File: src/hdl/addr_decode_pkg.sv
// constants for the system address decoder and its internal memory alias logic
// assumes a single 32-bit byte address bus shared by all bus masters
package addr_decode_pkg;
	localparam int addr_w = 32;
	localparam int area_msb = 31;
	localparam int area_lsb = 28;
	localparam int region_msb = 27;
	localparam int region_lsb = 20;
	localparam logic [3:0] area_internal = 4'h0;
	localparam logic [3:0] area_ext_first = 4'h1;
	localparam logic [3:0] area_ext_last = 4'h8;
	localparam logic [3:0] area_periph = 4'hF;
	localparam int ext_cs_count = 8;
	// 1-Mbyte regions inside area zero
	localparam logic [7:0] region_alias = 8'h00;
	localparam logic [7:0] region_flash = 8'h01;
	localparam logic [7:0] region_sram = 8'h02;
	localparam logic [7:0] region_rom = 8'h03;
	localparam int boot_select_bit_index = 2;
	localparam int sram_size_large = 32768;
	localparam int sram_size_small = 8192;
	localparam int flash_plane_size = 262144;
	localparam int flash_plane_bit = 18;
	localparam logic boot_select_reset = 1'b0;
	typedef enum logic [2:0] {tgt_none, tgt_internal, tgt_external, tgt_periph, tgt_abort} target_t;
	typedef enum logic [2:0] {mem_none, mem_flash0, mem_flash1, mem_sram, mem_rom} mem_t;
endpackage

File: src/hdl/area_split.sv
// first-stage split of a 32-bit address into one of sixteen 256-Mbyte areas
// assumes the address is stable for the cycle in which it is decoded
`timescale 1ns/1ps
module area_split (
	// address in
	input wire logic [31:0] addr,
	// area decode out
	output logic [3:0] area,
	output logic is_internal,
	output logic is_external,
	output logic is_periph,
	output logic [7:0] ext_sel
);
	always_comb begin
		area = addr[addr_decode_pkg::area_msb:addr_decode_pkg::area_lsb];
		is_internal = (area == addr_decode_pkg::area_internal);
		is_external = (area >= addr_decode_pkg::area_ext_first)
			&& (area <= addr_decode_pkg::area_ext_last);
		is_periph = (area == addr_decode_pkg::area_periph);
		ext_sel = 8'h00;
		for (int i = 0; i < addr_decode_pkg::ext_cs_count; i++) begin
			// area one lands on select zero
			if (is_external && (area == 4'(i + 1))) begin
				ext_sel[i] = 1'b1;
			end
		end
	end
endmodule

File: src/hdl/system_address_decoder_remap.sv
// system address decoder with remap and boot-select aliasing at address zero
// assumes one registered request per access; outputs follow one cycle after the request
`timescale 1ns/1ps
module system_address_decoder_remap #(
	parameter int sram_size = addr_decode_pkg::sram_size_large,
	parameter bit dual_plane = 1'b1
) (
	// clock and reset
	input wire logic core_clk,
	input wire logic reset,
	// master request
	input wire logic req_valid,
	input wire logic [31:0] req_addr,
	// remap and boot-select controls
	input wire logic remap_cmd,
	input wire logic nvm_set_cmd,
	input wire logic nvm_clear_cmd,
	input wire logic erase,
	// decode results
	output logic sel_valid,
	output logic [7:0] external_chip_select,
	output logic periph_sel,
	output logic internal_sel,
	output logic flash0_sel,
	output logic flash1_sel,
	output logic sram_sel,
	output logic rom_sel,
	output logic [31:0] mem_offset,
	output logic abort,
	// state visible to the system
	output logic remapped,
	output logic boot_select_nvm_bit
);
	localparam logic [31:0] sram_mask = 32'(sram_size - 1);
	localparam logic [31:0] plane_mask = 32'(addr_decode_pkg::flash_plane_size - 1);
	// offset masks follow the area and region field positions
	localparam logic [31:0] region_mask = 32'((1 << addr_decode_pkg::region_lsb) - 1);
	localparam logic [31:0] area_mask = 32'((1 << addr_decode_pkg::area_lsb) - 1);

	logic [3:0] area;
	logic is_internal;
	logic is_external;
	logic is_periph;
	logic [7:0] ext_sel;

	area_split u_area_split (
		.addr(req_addr),
		.area(area),
		.is_internal(is_internal),
		.is_external(is_external),
		.is_periph(is_periph),
		.ext_sel(ext_sel)
	);

	// remap and boot-select state
	logic next_remapped;
	logic next_boot_select_nvm_bit;

	always_comb begin
		next_remapped = remapped;
		if (remap_cmd) begin
			next_remapped = 1'b1;
		end
		next_boot_select_nvm_bit = boot_select_nvm_bit;
		// only the flash command strobes reach the bit; erase overrides both
		if (nvm_set_cmd) begin
			next_boot_select_nvm_bit = 1'b1;
		end else if (nvm_clear_cmd) begin
			next_boot_select_nvm_bit = 1'b0;
		end
		if (erase) begin
			next_boot_select_nvm_bit = 1'b0;
		end
	end

	// a real part keeps the bit across resets; here reset restores the default
	always_ff @(posedge core_clk) begin
		if (reset) begin
			remapped <= 1'b0;
			boot_select_nvm_bit <= addr_decode_pkg::boot_select_reset;
		end else begin
			remapped <= next_remapped;
			boot_select_nvm_bit <= next_boot_select_nvm_bit;
		end
	end

	// second stage inside area zero
	function automatic addr_decode_pkg::mem_t zero_alias(input logic rmp, input logic boot_bit);
		if (rmp) begin
			zero_alias = addr_decode_pkg::mem_sram;
		end else if (boot_bit) begin
			zero_alias = addr_decode_pkg::mem_flash0;
		end else begin
			zero_alias = addr_decode_pkg::mem_rom;
		end
	endfunction

	addr_decode_pkg::mem_t mem;
	addr_decode_pkg::target_t target;
	logic [7:0] region;
	logic [31:0] offset;

	always_comb begin
		region = req_addr[addr_decode_pkg::region_msb:addr_decode_pkg::region_lsb];
		offset = req_addr & region_mask;
		mem = addr_decode_pkg::mem_none;
		if (region == addr_decode_pkg::region_alias) begin
			mem = zero_alias(remapped, boot_select_nvm_bit);
		end else if (region == addr_decode_pkg::region_flash) begin
			mem = addr_decode_pkg::mem_flash0;
		end else if (region == addr_decode_pkg::region_sram) begin
			mem = addr_decode_pkg::mem_sram;
		end else if (region == addr_decode_pkg::region_rom) begin
			mem = addr_decode_pkg::mem_rom;
		end
		if (mem == addr_decode_pkg::mem_sram) begin
			offset = offset & sram_mask;
		end else if (mem == addr_decode_pkg::mem_flash0) begin
			// upper plane goes to the second controller so the planes run apart
			if (dual_plane && offset[addr_decode_pkg::flash_plane_bit]) begin
				mem = addr_decode_pkg::mem_flash1;
			end
			offset = offset & plane_mask;
		end
		if (is_internal) begin
			target = (mem == addr_decode_pkg::mem_none) ? addr_decode_pkg::tgt_abort
				: addr_decode_pkg::tgt_internal;
		end else if (is_external) begin
			target = addr_decode_pkg::tgt_external;
		end else if (is_periph) begin
			target = addr_decode_pkg::tgt_periph;
		end else begin
			target = addr_decode_pkg::tgt_abort;
		end
	end

	// registered decode outputs
	logic next_sel_valid;
	logic [7:0] next_cs;
	logic next_periph;
	logic next_internal;
	logic next_f0;
	logic next_f1;
	logic next_sram;
	logic next_rom;
	logic [31:0] next_offset;
	logic next_abort;

	always_comb begin
		next_sel_valid = req_valid;
		next_cs = (req_valid && target == addr_decode_pkg::tgt_external) ? ext_sel : 8'h00;
		next_periph = req_valid && target == addr_decode_pkg::tgt_periph;
		next_internal = req_valid && target == addr_decode_pkg::tgt_internal;
		next_f0 = next_internal && mem == addr_decode_pkg::mem_flash0;
		next_f1 = next_internal && mem == addr_decode_pkg::mem_flash1;
		next_sram = next_internal && mem == addr_decode_pkg::mem_sram;
		next_rom = next_internal && mem == addr_decode_pkg::mem_rom;
		next_offset = req_valid ? (is_internal ? offset
			: (req_addr & area_mask)) : 32'h0000_0000;
		next_abort = req_valid && target == addr_decode_pkg::tgt_abort;
	end

	always_ff @(posedge core_clk) begin
		if (reset) begin
			sel_valid <= 1'b0;
			external_chip_select <= 8'h00;
			periph_sel <= 1'b0;
			internal_sel <= 1'b0;
			flash0_sel <= 1'b0;
			flash1_sel <= 1'b0;
			sram_sel <= 1'b0;
			rom_sel <= 1'b0;
			mem_offset <= 32'h0000_0000;
			abort <= 1'b0;
		end else begin
			sel_valid <= next_sel_valid;
			external_chip_select <= next_cs;
			periph_sel <= next_periph;
			internal_sel <= next_internal;
			flash0_sel <= next_f0;
			flash1_sel <= next_f1;
			sram_sel <= next_sram;
			rom_sel <= next_rom;
			mem_offset <= next_offset;
			abort <= next_abort;
		end
	end
endmodule

File: config.mk
export PLATFORM = sky130hd
export DESIGN_NAME = system_address_decoder_remap
export DESIGN_NICKNAME = d
export VERILOG_FILES = /design/src/hdl/addr_decode_pkg.sv /design/src/hdl/area_split.sv /design/src/hdl/system_address_decoder_remap.sv
export SDC_FILE = /design/constraint.sdc
export NUM_CORES = 1
export LEC_CHECK = 0
export BUFFER_PORTS_ARGS = -buffer_cell sky130_fd_sc_hd__buf_2
export CORE_MARGIN = 5
export CORE_UTILIZATION = 41
export DETAILED_ROUTE_END_ITERATION = 12
export PLACE_DENSITY = 0.74
export SLEW_MARGIN = 20
export SYNTH_ARGS = -nofsm -noshare
export SYNTH_HDL_FRONTEND = slang
export SYNTH_SLANG_ARGS = --single-unit
File: constraint.sdc
create_clock -name core_clk -period 1.53 [get_ports core_clk]
set_input_delay 0.306 -clock core_clk [delete_from_list [all_inputs] [get_ports core_clk]]
set_output_delay 0.306 -clock core_clk [all_outputs]
set_load 0.02 [all_outputs]
==> results of run 1 <==
==> worst paths after layout <==
kind,start,to,slack [ns],cells after the start
max,remapped$_SDFFE_PP0P_,remapped,0.25,1
min,erase,boot_select_nvm_bit$_SDFFE_PP0P_,0.10,2
max reg2reg,remapped$_SDFFE_PP0P_,mem_offset[18]$_SDFF_PP0_,0.26,3
min reg2reg,boot_select_nvm_bit$_SDFFE_PP0P_,boot_select_nvm_bit$_SDFFE_PP0P_,0.55,2
==> metal layers <==
metal  wire (µm)  track usage  up-vias
met3         387       0.0583        6
met2        1530        0.229       52
met5           0            0        -
li1            -            -      602
met4          46       0.0657        0
met1        1180        0.146      517
==> cell families after synthesis <==
family,count (synthesis),synth area share
other cells,1,0.00263
flops,46,0.647
buf+inv,9,0.0351
simple gates,69,0.292
compound gates,5,0.0237
==> cells in the final DEF (no fill, tap or decap) <==
| cell | count |
|---|---|
| nand3b_1 | 1 |
| nand2b_1 | 3 |
| o22ai_1 | 1 |
| clkinvlp_4 | 1 |
| nor3_1 | 4 |
| nand4_1 | 2 |
| or4_4 | 1 |
| nand3_2 | 1 |
| a21oi_1 | 2 |
| o21ba_2 | 1 |
| buf_4 | 3 |
| inv_1 | 3 |
| dfxtp_1 | 46 |
| nor4_1 | 3 |
| nor4_4 | 1 |
| clkbuf_4 | 5 |
| and2_1 | 24 |
| and4_1 | 1 |
| nor4_2 | 2 |
| nand3_1 | 1 |
| clkbuf_8 | 1 |
| clkinv_2 | 1 |
| conb_1 | 4 |
| nor2_1 | 12 |
| buf_2 | 84 |
| or3_1 | 2 |
| and3_1 | 3 |
| a211oi_1 | 1 |
| nand2_1 | 8 |
==> power by group <==
| group | internal [mW] | switching, mW | total (mW) | leakage (nW) |
|---|---|---|---|---|
| Combinational | 0.0931 | 0.134 | 0.227 | 0.605 |
| Clock | 0.221 | 0.358 | 0.579 | 0.0343 |
| Sequential | 1.23 | 0.0105 | 1.25 | 0.376 |
| Total | 1.55 | 0.503 | 2.05 | 1.01 |
==> layout make-up <==
type	instances	area (µm²)
fillers	318	1380
flip-flops and latches	46	921
multi-input cells	78	464
repair buffers	87	443
well taps	46	57.6
clock buffers	6	51.3
clock inverters	2	12.5
inverters	3	11.3
==> metrics by stage <==
stage / power (mW) / hold slack, ns / area (µm²) / worst slack (ns)
final: 2.05 / 0.102 / 1960 / 0.247
after global routing: 2.16 / 0.0808 / 1960 / 0.182
after CTS: 2.09 / 0.0805 / 1960 / 0.223
after detailed placement: 1.50 / 0.474 / 1900 / 0.131
after global placement: 1.50 / 0.474 / 1900 / 0.172
after floorplan: 1.40 / 0.378 / 1440 / 0.273
==> results.tsv, run 1 <==
stage	metric	value	unit
clock_tree	clock_sinks	46	
grt	grt_pass1_vias	1081	
clock_tree	cts_tree	done	
clock_tree	cts_buffer_depth	2	
cells_and_area	finalNetCount	260	
synth	postSynthCellCount	130	
grt	antenna_found_initial	0	
clock_tree	post-cts-setup-buffers	0	
cells_and_area	largest_reg_flops	28	
grt	grt_usage	0.136	
route	wire_per_inst	11.7	µm
die	rows	21	
placement	place_hpwl	2550	µm
cells_and_area	fin_cells	268	
cells_and_area	area_growth	37.7	%
synth	synth_edf_count	0	
clock_tree	numCtsBuffers	5	
synth	ys_seq_area_frac	0.647	
grt	grt_max_degree	15	
run	maxCapViolations	0	
route	dr.pass1.iters	4	
worst_setup_path	cp.buffers_inverters	1	
die	initial_core_util	0.427	
worst_setup_path	cp.arrival	0.98	ns
route	ant_nets	0	
route	drt_iter0_drc	38	
die	die-area	4750	µm²
route	wirelength	3150	µm
power_and_ir_drop	vdd_drop_max	0.519	mV
clock_tree	clkTransAtPathRegs	0.12	ns
min_path	min_path_type	primary input to flop	
clock_tree	htree_levels	2	
cells_and_area	reg_top3	mem_offset: 28 flops, external_chip_select: 8 flops	
worst_setup_path	cp_cell_sequence	buf_2	
timing	finalCritPeriodShare	0.839	
worst_setup_path	worstPathMaxFanout	5	
timing	fin_skew	0.00400	ns
synth	ys_types	26	
power_and_ir_drop	leakagePower	1.01	nW
worst_setup_path	crit_path_top_delay_cell	dfxtp_1	
placement	place.gp.congestion	0.773	
synth	synth_top_area_cell	dfxtp_1	
outcome	outcome	finished clean	
worst_setup_path	crit_path_start_kind	flop	
worst_setup_path	cpLargestDelayFamily	flip-flops	
cells_and_area	drive_above_1_share	0.455	
die	die_x	68.9	µm
power_and_ir_drop	powerDensity	1050	nW/µm²
cells_and_area	largest_register	mem_offset	
synth	synth_common_cells	46 x dfxtp_1, 24 x and2_1, 12 x nor2_1	
synth	synth_area_leaders	dfxtp_1 65%, and2_1 11%, nor2_1 3.2%	
timing	fmax	779	MHz
synth	dominantRegCellSynth	dfxtp_1	
timing	drv_slew	0	
synth	yosysWarnings	0	
synth	synth.most_common_cell	dfxtp_1	
timing	hold_viol_final	0	
grt	overflow	0	
grt	grt_pass1_wl	4680	µm
synth	synth-seq-cells	46	
clock_tree	postCtsHoldBufs	0	
clock_tree	root_buffer	clkbuf_4	
worst_setup_path	endpoint_kind	output pin	
worst_setup_path	cpPeakStageDelay	0.43	ns
synth	avgSynthCellArea	11.0	µm²
timing	rsz0062_at_grt	false	
clock_tree	post_cts_resized	0	
die	num_io_pins	89	
route	dr_total_vias	1177	
worst_setup_path	crit_type	flop to output pin	
die	core_area	3340	µm²
placement	port_buffers	84	
placement	dp.cells	260	
timing	final.setup.tns	0	ns
die	dieHeight	68.9	µm
timing	finalSetupViolCount	0	
clock_tree	clk_latency	0.35	ns
worst_setup_path	crit_required	1.22	ns
timing	min_period	1.28	ns
route	via_per_inst	4.39	
synth	synth_area	1420	µm²
synth	synth_top_area_share	0.647	
cells_and_area	diodes	0	
cells_and_area	utilization	0.588	
synth	async_flop_share	0	
route	drc	0	
Note: power is estimated with default switching activity, not from simulation.
==> run 2: changes to the inputs <==
--- a/config.mk
+++ b/config.mk
@@ -5,11 +5,12 @@
 export SDC_FILE = /design/constraint.sdc
 export NUM_CORES = 1
 export LEC_CHECK = 0
+export ABC_AREA = 1
 export BUFFER_PORTS_ARGS = -buffer_cell sky130_fd_sc_hd__buf_2
 export CORE_MARGIN = 5
-export CORE_UTILIZATION = 41
+export CORE_UTILIZATION = 42
 export DETAILED_ROUTE_END_ITERATION = 12
-export PLACE_DENSITY = 0.74
+export PLACE_DENSITY = 0.75
 export SLEW_MARGIN = 20
 export SYNTH_ARGS = -nofsm -noshare
 export SYNTH_HDL_FRONTEND = slang
==> constraint.sdc (replaced) <==
create_clock -name core_clk -period 1.3 [get_ports core_clk]
set_input_delay 0.26 -clock core_clk [delete_from_list [all_inputs] [get_ports core_clk]]
set_output_delay 0.26 -clock core_clk [all_outputs]
set_load 0.02 [all_outputs]
==> results.tsv, run 2 <==
stage	metric	value	unit	change
die	num_io_pins	89		unchanged
die	die-area	4900	µm²	was 4750 µm²
power_and_ir_drop	leakagePower	1.19	nW	was 1.01 nW
die	dieHeight	70.0	µm	was 68.9 µm
grt	grt_usage	0.135		was 0.136
clock_tree	postCtsHoldBufs	0		unchanged
timing	fin_skew	0.00419	ns	was 0.00400 ns
cells_and_area	area_growth	36.8	%	was 37.7%
worst_setup_path	endpoint_kind	output pin		unchanged
route	dr.pass1.iters	4		unchanged
worst_setup_path	crit_type	flop to output pin		unchanged
clock_tree	root_buffer	clkbuf_4		unchanged
synth	yosysWarnings	0		unchanged
synth	synth.most_common_cell	dfxtp_1		unchanged
synth	synth_area_leaders	dfxtp_1 61%, nor2_1 11%, inv_1 7.9%		was dfxtp_1 65%, and2_1 11%, nor2_1 3.2%
die	core_area	3420	µm²	was 3340 µm²
route	wirelength	3230	µm	was 3150 µm
worst_setup_path	cpPeakStageDelay	0.40	ns	was 0.43 ns
worst_setup_path	rrSetupSlack	0.25	ns	was 0.26 ns
route	dr_wl_met2	1510	µm	was 1530 µm
worst_setup_path	cp.arrival	0.95	ns	was 0.98 ns
placement	place_hpwl	2610	µm	was 2550 µm
synth	postSynthCellCount	176		was 130
synth	synth_top_area_cell	dfxtp_1		unchanged
timing	hold_viol_final	0		unchanged
timing	min_period	1.21	ns	
cells_and_area	largest_reg_flops	28		unchanged
worst_setup_path	cp_cell_sequence	buf_2		unchanged
power_and_ir_drop	p_int	1.97	mW	was 1.55 mW
synth	synth-seq-cells	46		unchanged
cells_and_area	reg_top3	mem_offset: 28 flops, external_chip_select: 8 flops		unchanged
power_and_ir_drop	switchingPower	0.617	mW	was 0.503 mW
grt	grt_pass1_wl	5220	µm	was 4680 µm
die	initial_core_util	0.443		was 0.427
cells_and_area	drive_above_1_share	0.401		was 0.455
placement	place.gp.congestion	0.763		was 0.773
route	wl_met3	332	µm	was 387 µm
clock_tree	cts_tree	done		unchanged
clock_tree	clkTransAtPathRegs	0.13	ns	was 0.12 ns
clock_tree	post_cts_resized	0		unchanged
route	drc	0		unchanged
timing	finalSetupViolCount	0		unchanged
cells_and_area	largest_register	mem_offset		unchanged
synth	dominantRegCellSynth	dfxtp_1		unchanged
grt	grt_pass1_vias	1194		was 1081
power_and_ir_drop	power_switching_share	0.239		was 0.245
route	via_per_inst	4.15		was 4.39
synth	ys_types	22		was 26
outcome	outcome	finished clean		unchanged
run	maxCapViolations	0		unchanged
synth	synth_common_cells	46 x dfxtp_1, 44 x nor2_1, 32 x inv_1		was 46 x dfxtp_1, 24 x and2_1, 12 x nor2_1
worst_setup_path	crit_required	1.04	ns	was 1.22 ns
power_and_ir_drop	combinationalPowerShare	0.109		was 0.111
timing	drv_slew	0		unchanged
cells_and_area	fin_cells	315		was 268
die	die_x	70.0	µm	was 68.9 µm
clock_tree	clock_sinks	46		unchanged
route	ant_nets	0		unchanged
worst_setup_path	cp.buffers_inverters	1		unchanged
grt	antenna_found_initial	0		unchanged
synth	async_flop_share	0		unchanged
worst_setup_path	crit_path_top_delay_cell	dfxtp_1		unchanged
power_and_ir_drop	powerDensity	1250	nW/µm²	was 1050 nW/µm²
route	wire_per_inst	10.3	µm	was 11.7 µm
cells_and_area	layout_common_cells	84 x buf_2, 46 x dfxtp_1, 44 x nor2_1		was 84 x buf_2, 46 x dfxtp_1, 24 x and2_1
grt	grt_max_degree	17		was 15
timing	hold-worst-slack	0.0458	ns	was 0.102 ns
grt	overflow	0		unchanged
power_and_ir_drop	p_clk_frac	0.324		was 0.282
synth	synth_area	1510	µm²	was 1420 µm²
cells_and_area	layout_commonest_cell	buf_2		unchanged
route	drt_iter0_drc	40		was 38
route	top_layer	met4		unchanged
placement	dp.cells	307		was 260
clock_tree	htree_levels	2		unchanged
clock_tree	post-cts-setup-buffers	0		unchanged
worst_setup_path	worstPathMaxFanout	4		was 5
cells_and_area	diodes	0		unchanged
worst_setup_path	cpLargestDelayFamily	flip-flops		unchanged
power_and_ir_drop	vdd_drop_max	0.625	mV	was 0.519 mV
worst_setup_path	crit_path_start_kind	flop		unchanged
route	drt-met1-wl	1300	µm	was 1180 µm
clock_tree	numCtsBuffers	5		unchanged
timing	rsz0062_at_grt	false		unchanged
timing	finalCritPeriodShare	0.928		
timing	fmax	829	MHz	
power_and_ir_drop	power.total	2.58	mW	was 2.05 mW
synth	synth_edf_count	0		unchanged
placement	port_buffers	84		unchanged
clock_tree	clk_latency	0.35	ns	about the same
cells_and_area	finalNetCount	307		was 260
die	rows	21		unchanged
power_and_ir_drop	p_seq_frac	0.567		was 0.607
cells_and_area	utilization	0.606		was 0.588
clock_tree	cts_buffer_depth	2		unchanged
synth	ys_seq_area_frac	0.609		was 0.647
route	dr_total_vias	1306		was 1177
synth	avgSynthCellArea	8.59	µm²	was 11.0 µm²
min_path	min_path_type	primary input to flop		unchanged
synth	synth_top_area_share	0.609		was 0.647
==> run 2: final timing paths <==
check,start,end,cells after the start
worst max-delay path,remapped$_SDFFE_PP0P_,remapped,1
worst min-delay path,erase,boot_select_nvm_bit$_SDFFE_PP0P_,2
worst max register to register,remapped$_SDFFE_PP0P_,flash1_sel$_SDFF_PP0_,5
worst min register to register,remapped$_SDFFE_PP0P_,remapped$_SDFFE_PP0P_,2
==> run 2: layout make-up <==
cell class,instances,area (µm²)
Inverter,36,140
Tap cell,46,57.6
Timing Repair Buffer,88,450
Multi-Input combinational cell,91,422
Clock inverter,2,37.5
Clock buffer,6,41.3
Fill cell,332,1350
Sequential cell,46,921
==> run 2: layer usage <==
layer	GRT usage	up-vias
met5	0	-
met2	0.221	53
met4	0.0766	0
met3	0.0516	7
met1	0.149	551
li1	-	695
==> run 2: cells by family after synthesis <==
kind of cell	synth area share
DFF	0.609
and+or+nand+nor	0.249
other	0.00248
AOI/OAI and AO/OA	0.0199
buffers and inverters	0.120
==> run 2: power by group through the flow <==
stage          Clock, mW  Sequential [mW]  Combinational (mW)
6_report           0.837             1.47               0.281
5_1_grt            0.910             1.47               0.313
4_1_cts            0.860             1.47               0.285
3_5_place_dp           0             1.50               0.285
3_3_place_gp           0             1.50               0.281
2_1_floorplan          0             1.55               0.107
==> run 2: through the flow <==
step / instance area, µm² / TNS (ns) / setup slack (ns)
after floorplan: 1520 / 0 / 0.234
after global placement: 1990 / 0 / 0.0519
after detailed placement: 1990 / -0.00340 / -0.00340
after CTS: 2070 / 0 / 0.0855
after global routing: 2070 / 0 / 0.0341
final: 2070 / 0 / 0.0939
==> run 3: changes to the inputs <==
--- a/config.mk
+++ b/config.mk
@@ -8,10 +8,11 @@
 export ABC_AREA = 1
 export BUFFER_PORTS_ARGS = -buffer_cell sky130_fd_sc_hd__buf_2
 export CORE_MARGIN = 5
-export CORE_UTILIZATION = 42
+export CORE_UTILIZATION = 44
 export DETAILED_ROUTE_END_ITERATION = 12
 export PLACE_DENSITY = 0.75
 export SLEW_MARGIN = 20
 export SYNTH_ARGS = -nofsm -noshare
 export SYNTH_HDL_FRONTEND = slang
+export SYNTH_HIERARCHICAL = 1
 export SYNTH_SLANG_ARGS = --single-unit
==> results.tsv, run 3 <==
stage	metric	value	unit	change
worst_setup_path	worstPathMaxFanout	3		was 4
placement	place_hpwl	2640	µm	was 2610 µm
clock_tree	root_buffer	clkbuf_8		was clkbuf_4
route	dr_total_vias	1353		was 1306
worst_setup_path	cp.arrival	0.81	ns	was 0.95 ns
run	maxCapViolations	0		unchanged
route	wire_per_inst	9.80	µm	was 10.3 µm
timing	finalSetupViolCount	0		unchanged
power_and_ir_drop	switchingPower	0.667	mW	was 0.617 mW
clock_tree	clkTransAtPathRegs	0.08	ns	was 0.13 ns
power_and_ir_drop	p_seq_frac	0.479		was 0.567
cells_and_area	reg_top3	mem_offset: 28 flops, external_chip_select: 8 flops		unchanged
worst_setup_path	crit_path_start_kind	flop		unchanged
power_and_ir_drop	p_clk_frac	0.416		was 0.324
synth	avgSynthCellArea	8.56	µm²	was 8.59 µm²
power_and_ir_drop	powerDensity	1340	nW/µm²	was 1250 nW/µm²
synth	yosysWarnings	6		was 0
worst_setup_path	cp.buffers_inverters	1		unchanged
timing	final.setup.tns	0	ns	unchanged
die	die_x	71.9	µm	was 70.0 µm
clock_tree	post-cts-setup-buffers	0		unchanged
power_and_ir_drop	combinationalPowerShare	0.105		was 0.109
worst_setup_path	rr_startpoint	remapped$_SDFFE_PP0P_		unchanged
route	wirelength	3290	µm	was 3230 µm
die	core_area	3690	µm²	was 3420 µm²
timing	rsz0062_at_grt	false		unchanged
die	die-area	5170	µm²	was 4900 µm²
cells_and_area	drive_above_1_share	0.451		was 0.401
power_and_ir_drop	vdd_drop_max	0.569	mV	was 0.625 mV
clock_tree	cts_buffer_depth	2		unchanged
worst_setup_path	endpoint_kind	output pin		unchanged
min_path	hp-start	erase		unchanged
timing	drv_slew	0		unchanged
worst_setup_path	crit_path_top_delay_cell	dfxtp_1		unchanged
route	via_per_inst	4.03		was 4.15
timing	hold_viol_final	0		unchanged
grt	overflow	0		unchanged
clock_tree	clock_sinks	46		unchanged
grt	antenna_found_initial	0		unchanged
timing	fin_skew	0.00178	ns	was 0.00419 ns
route	ant_nets	0		unchanged
die	dieHeight	71.9	µm	was 70.0 µm
cells_and_area	diodes	0		unchanged
worst_setup_path	cpPeakStageDelay	0.35	ns	was 0.40 ns
cells_and_area	layout_common_cells	84 x buf_2, 46 x dfxtp_1, 42 x inv_1		was 84 x buf_2, 46 x dfxtp_1, 44 x nor2_1
clock_tree	clk_latency	0.29	ns	was 0.35 ns
route	drt_iter0_drc	53		was 40
worst_setup_path	cpLargestDelayFamily	flip-flops		unchanged
min_path	hold_depth	2		unchanged
timing	fmax	933	MHz	was 829 MHz
route	dr.pass1.iters	4		unchanged
worst_setup_path	crit_required	1.04	ns	about the same
clock_tree	postCtsHoldBufs	0		unchanged
synth	postSynthCellCount	197		was 176
min_path	worst_hold_path.endpoint	boot_select_nvm_bit$_SDFFE_PP0P_		unchanged
timing	finalCritPeriodShare	0.825		was 0.928
route	drc	0		unchanged
worst_setup_path	rrSetupSlack	0.31	ns	was 0.25 ns
cells_and_area	largest_reg_flops	28		unchanged
clock_tree	htree_levels	2		unchanged
clock_tree	numCtsBuffers	5		unchanged
cells_and_area	area_growth	35.4	%	was 36.8%
grt	grt_max_degree	18		was 17
cells_and_area	layout_commonest_cell	buf_2		unchanged
timing	min_period	1.07	ns	was 1.21 ns
min_path	min_path_type	primary input to flop		unchanged
placement	place.gp.congestion	0.810		was 0.763
outcome	outcome	finished clean		unchanged
power_and_ir_drop	power_switching_share	0.219		was 0.239
placement	port_buffers	84		unchanged
synth	synth_area	1690	µm²	was 1510 µm²
die	num_io_pins	89		unchanged
power_and_ir_drop	p_int	2.38	mW	was 1.97 mW
die	initial_core_util	0.457		was 0.443
grt	grt_usage	0.132		was 0.135
clock_tree	post_cts_resized	0		unchanged
worst_setup_path	cp_cell_sequence	buf_2		unchanged
worst_setup_path	reg2regPathDepth	7		was 5
power_and_ir_drop	leakagePower	1.28	nW	was 1.19 nW
grt	grt_pass1_wl	5320	µm	was 5220 µm
die	rows	22		was 21
timing	hold-worst-slack	0.117	ns	was 0.0458 ns
cells_and_area	finalNetCount	326		was 307
cells_and_area	largest_register	mem_offset		unchanged
clock_tree	cts_tree	done		unchanged
worst_setup_path	crit_type	flop to output pin		unchanged
worst_setup_path	worst_r2r_endpoint	mem_offset[18]$_SDFF_PP0_		was flash1_sel$_SDFF_PP0_
grt	grt_pass1_vias	1254		was 1194
[run 3: routing by layer]
layer	track usage	wire length [µm]
met1	0.147	1330
met2	0.223	1520
met3	0.0499	355
met4	0.0605	80
met5	0	0
[run 3: cell type report]
type / count / area (µm²)
inverter: 51 / 194
fill: 350 / 1410
clock buffer: 6 / 82.6
timing repair buffer: 85 / 428
multi-input combinational: 98 / 538
sequential: 46 / 921
clock inverter: 2 / 60.1
tap: 48 / 60.1
[run 3: worst max path at each step]
stage	start	slack (ns)	cells past startpoint	end
floorplan	remapped$_SDFFE_PP0P_	0.27	7	mem_offset[18]$_SDFF_PP0_
CTS	remapped$_SDFFE_PP0P_	0.21	1	remapped
finish	remapped$_SDFFE_PP0P_	0.23	1	remapped
global route	remapped$_SDFFE_PP0P_	0.16	1	remapped
detailed placement	req_addr[30]	0.09	7	rom_sel$_SDFF_PP0_
global placement	req_addr[30]	0.12	7	rom_sel$_SDFF_PP0_
[run 3: through the flow]
stage / util / cell area [µm²] / worst slack [ns] / std cells / power, mW
floorplan: - / 1700 / 0.267 / 200 / 1.70
global placement: 0.580 / 2140 / 0.119 / 328 / 1.81
detailed placement: 0.580 / 2140 / 0.0873 / 328 / 1.82
CTS: 0.619 / 2280 / 0.211 / 336 / 3.08
global route: 0.619 / 2280 / 0.156 / 336 / 3.18
finish: 0.619 / 2280 / 0.228 / 336 / 3.05
[run 3: power groups by stage]
stage	clock network [mW]	registers, mW	logic, mW
detailed placement	0	1.49	0.322
floorplan	0	1.55	0.152
finish	1.27	1.46	0.321
global placement	0	1.49	0.320
global route	1.36	1.47	0.356
CTS	1.30	1.46	0.324
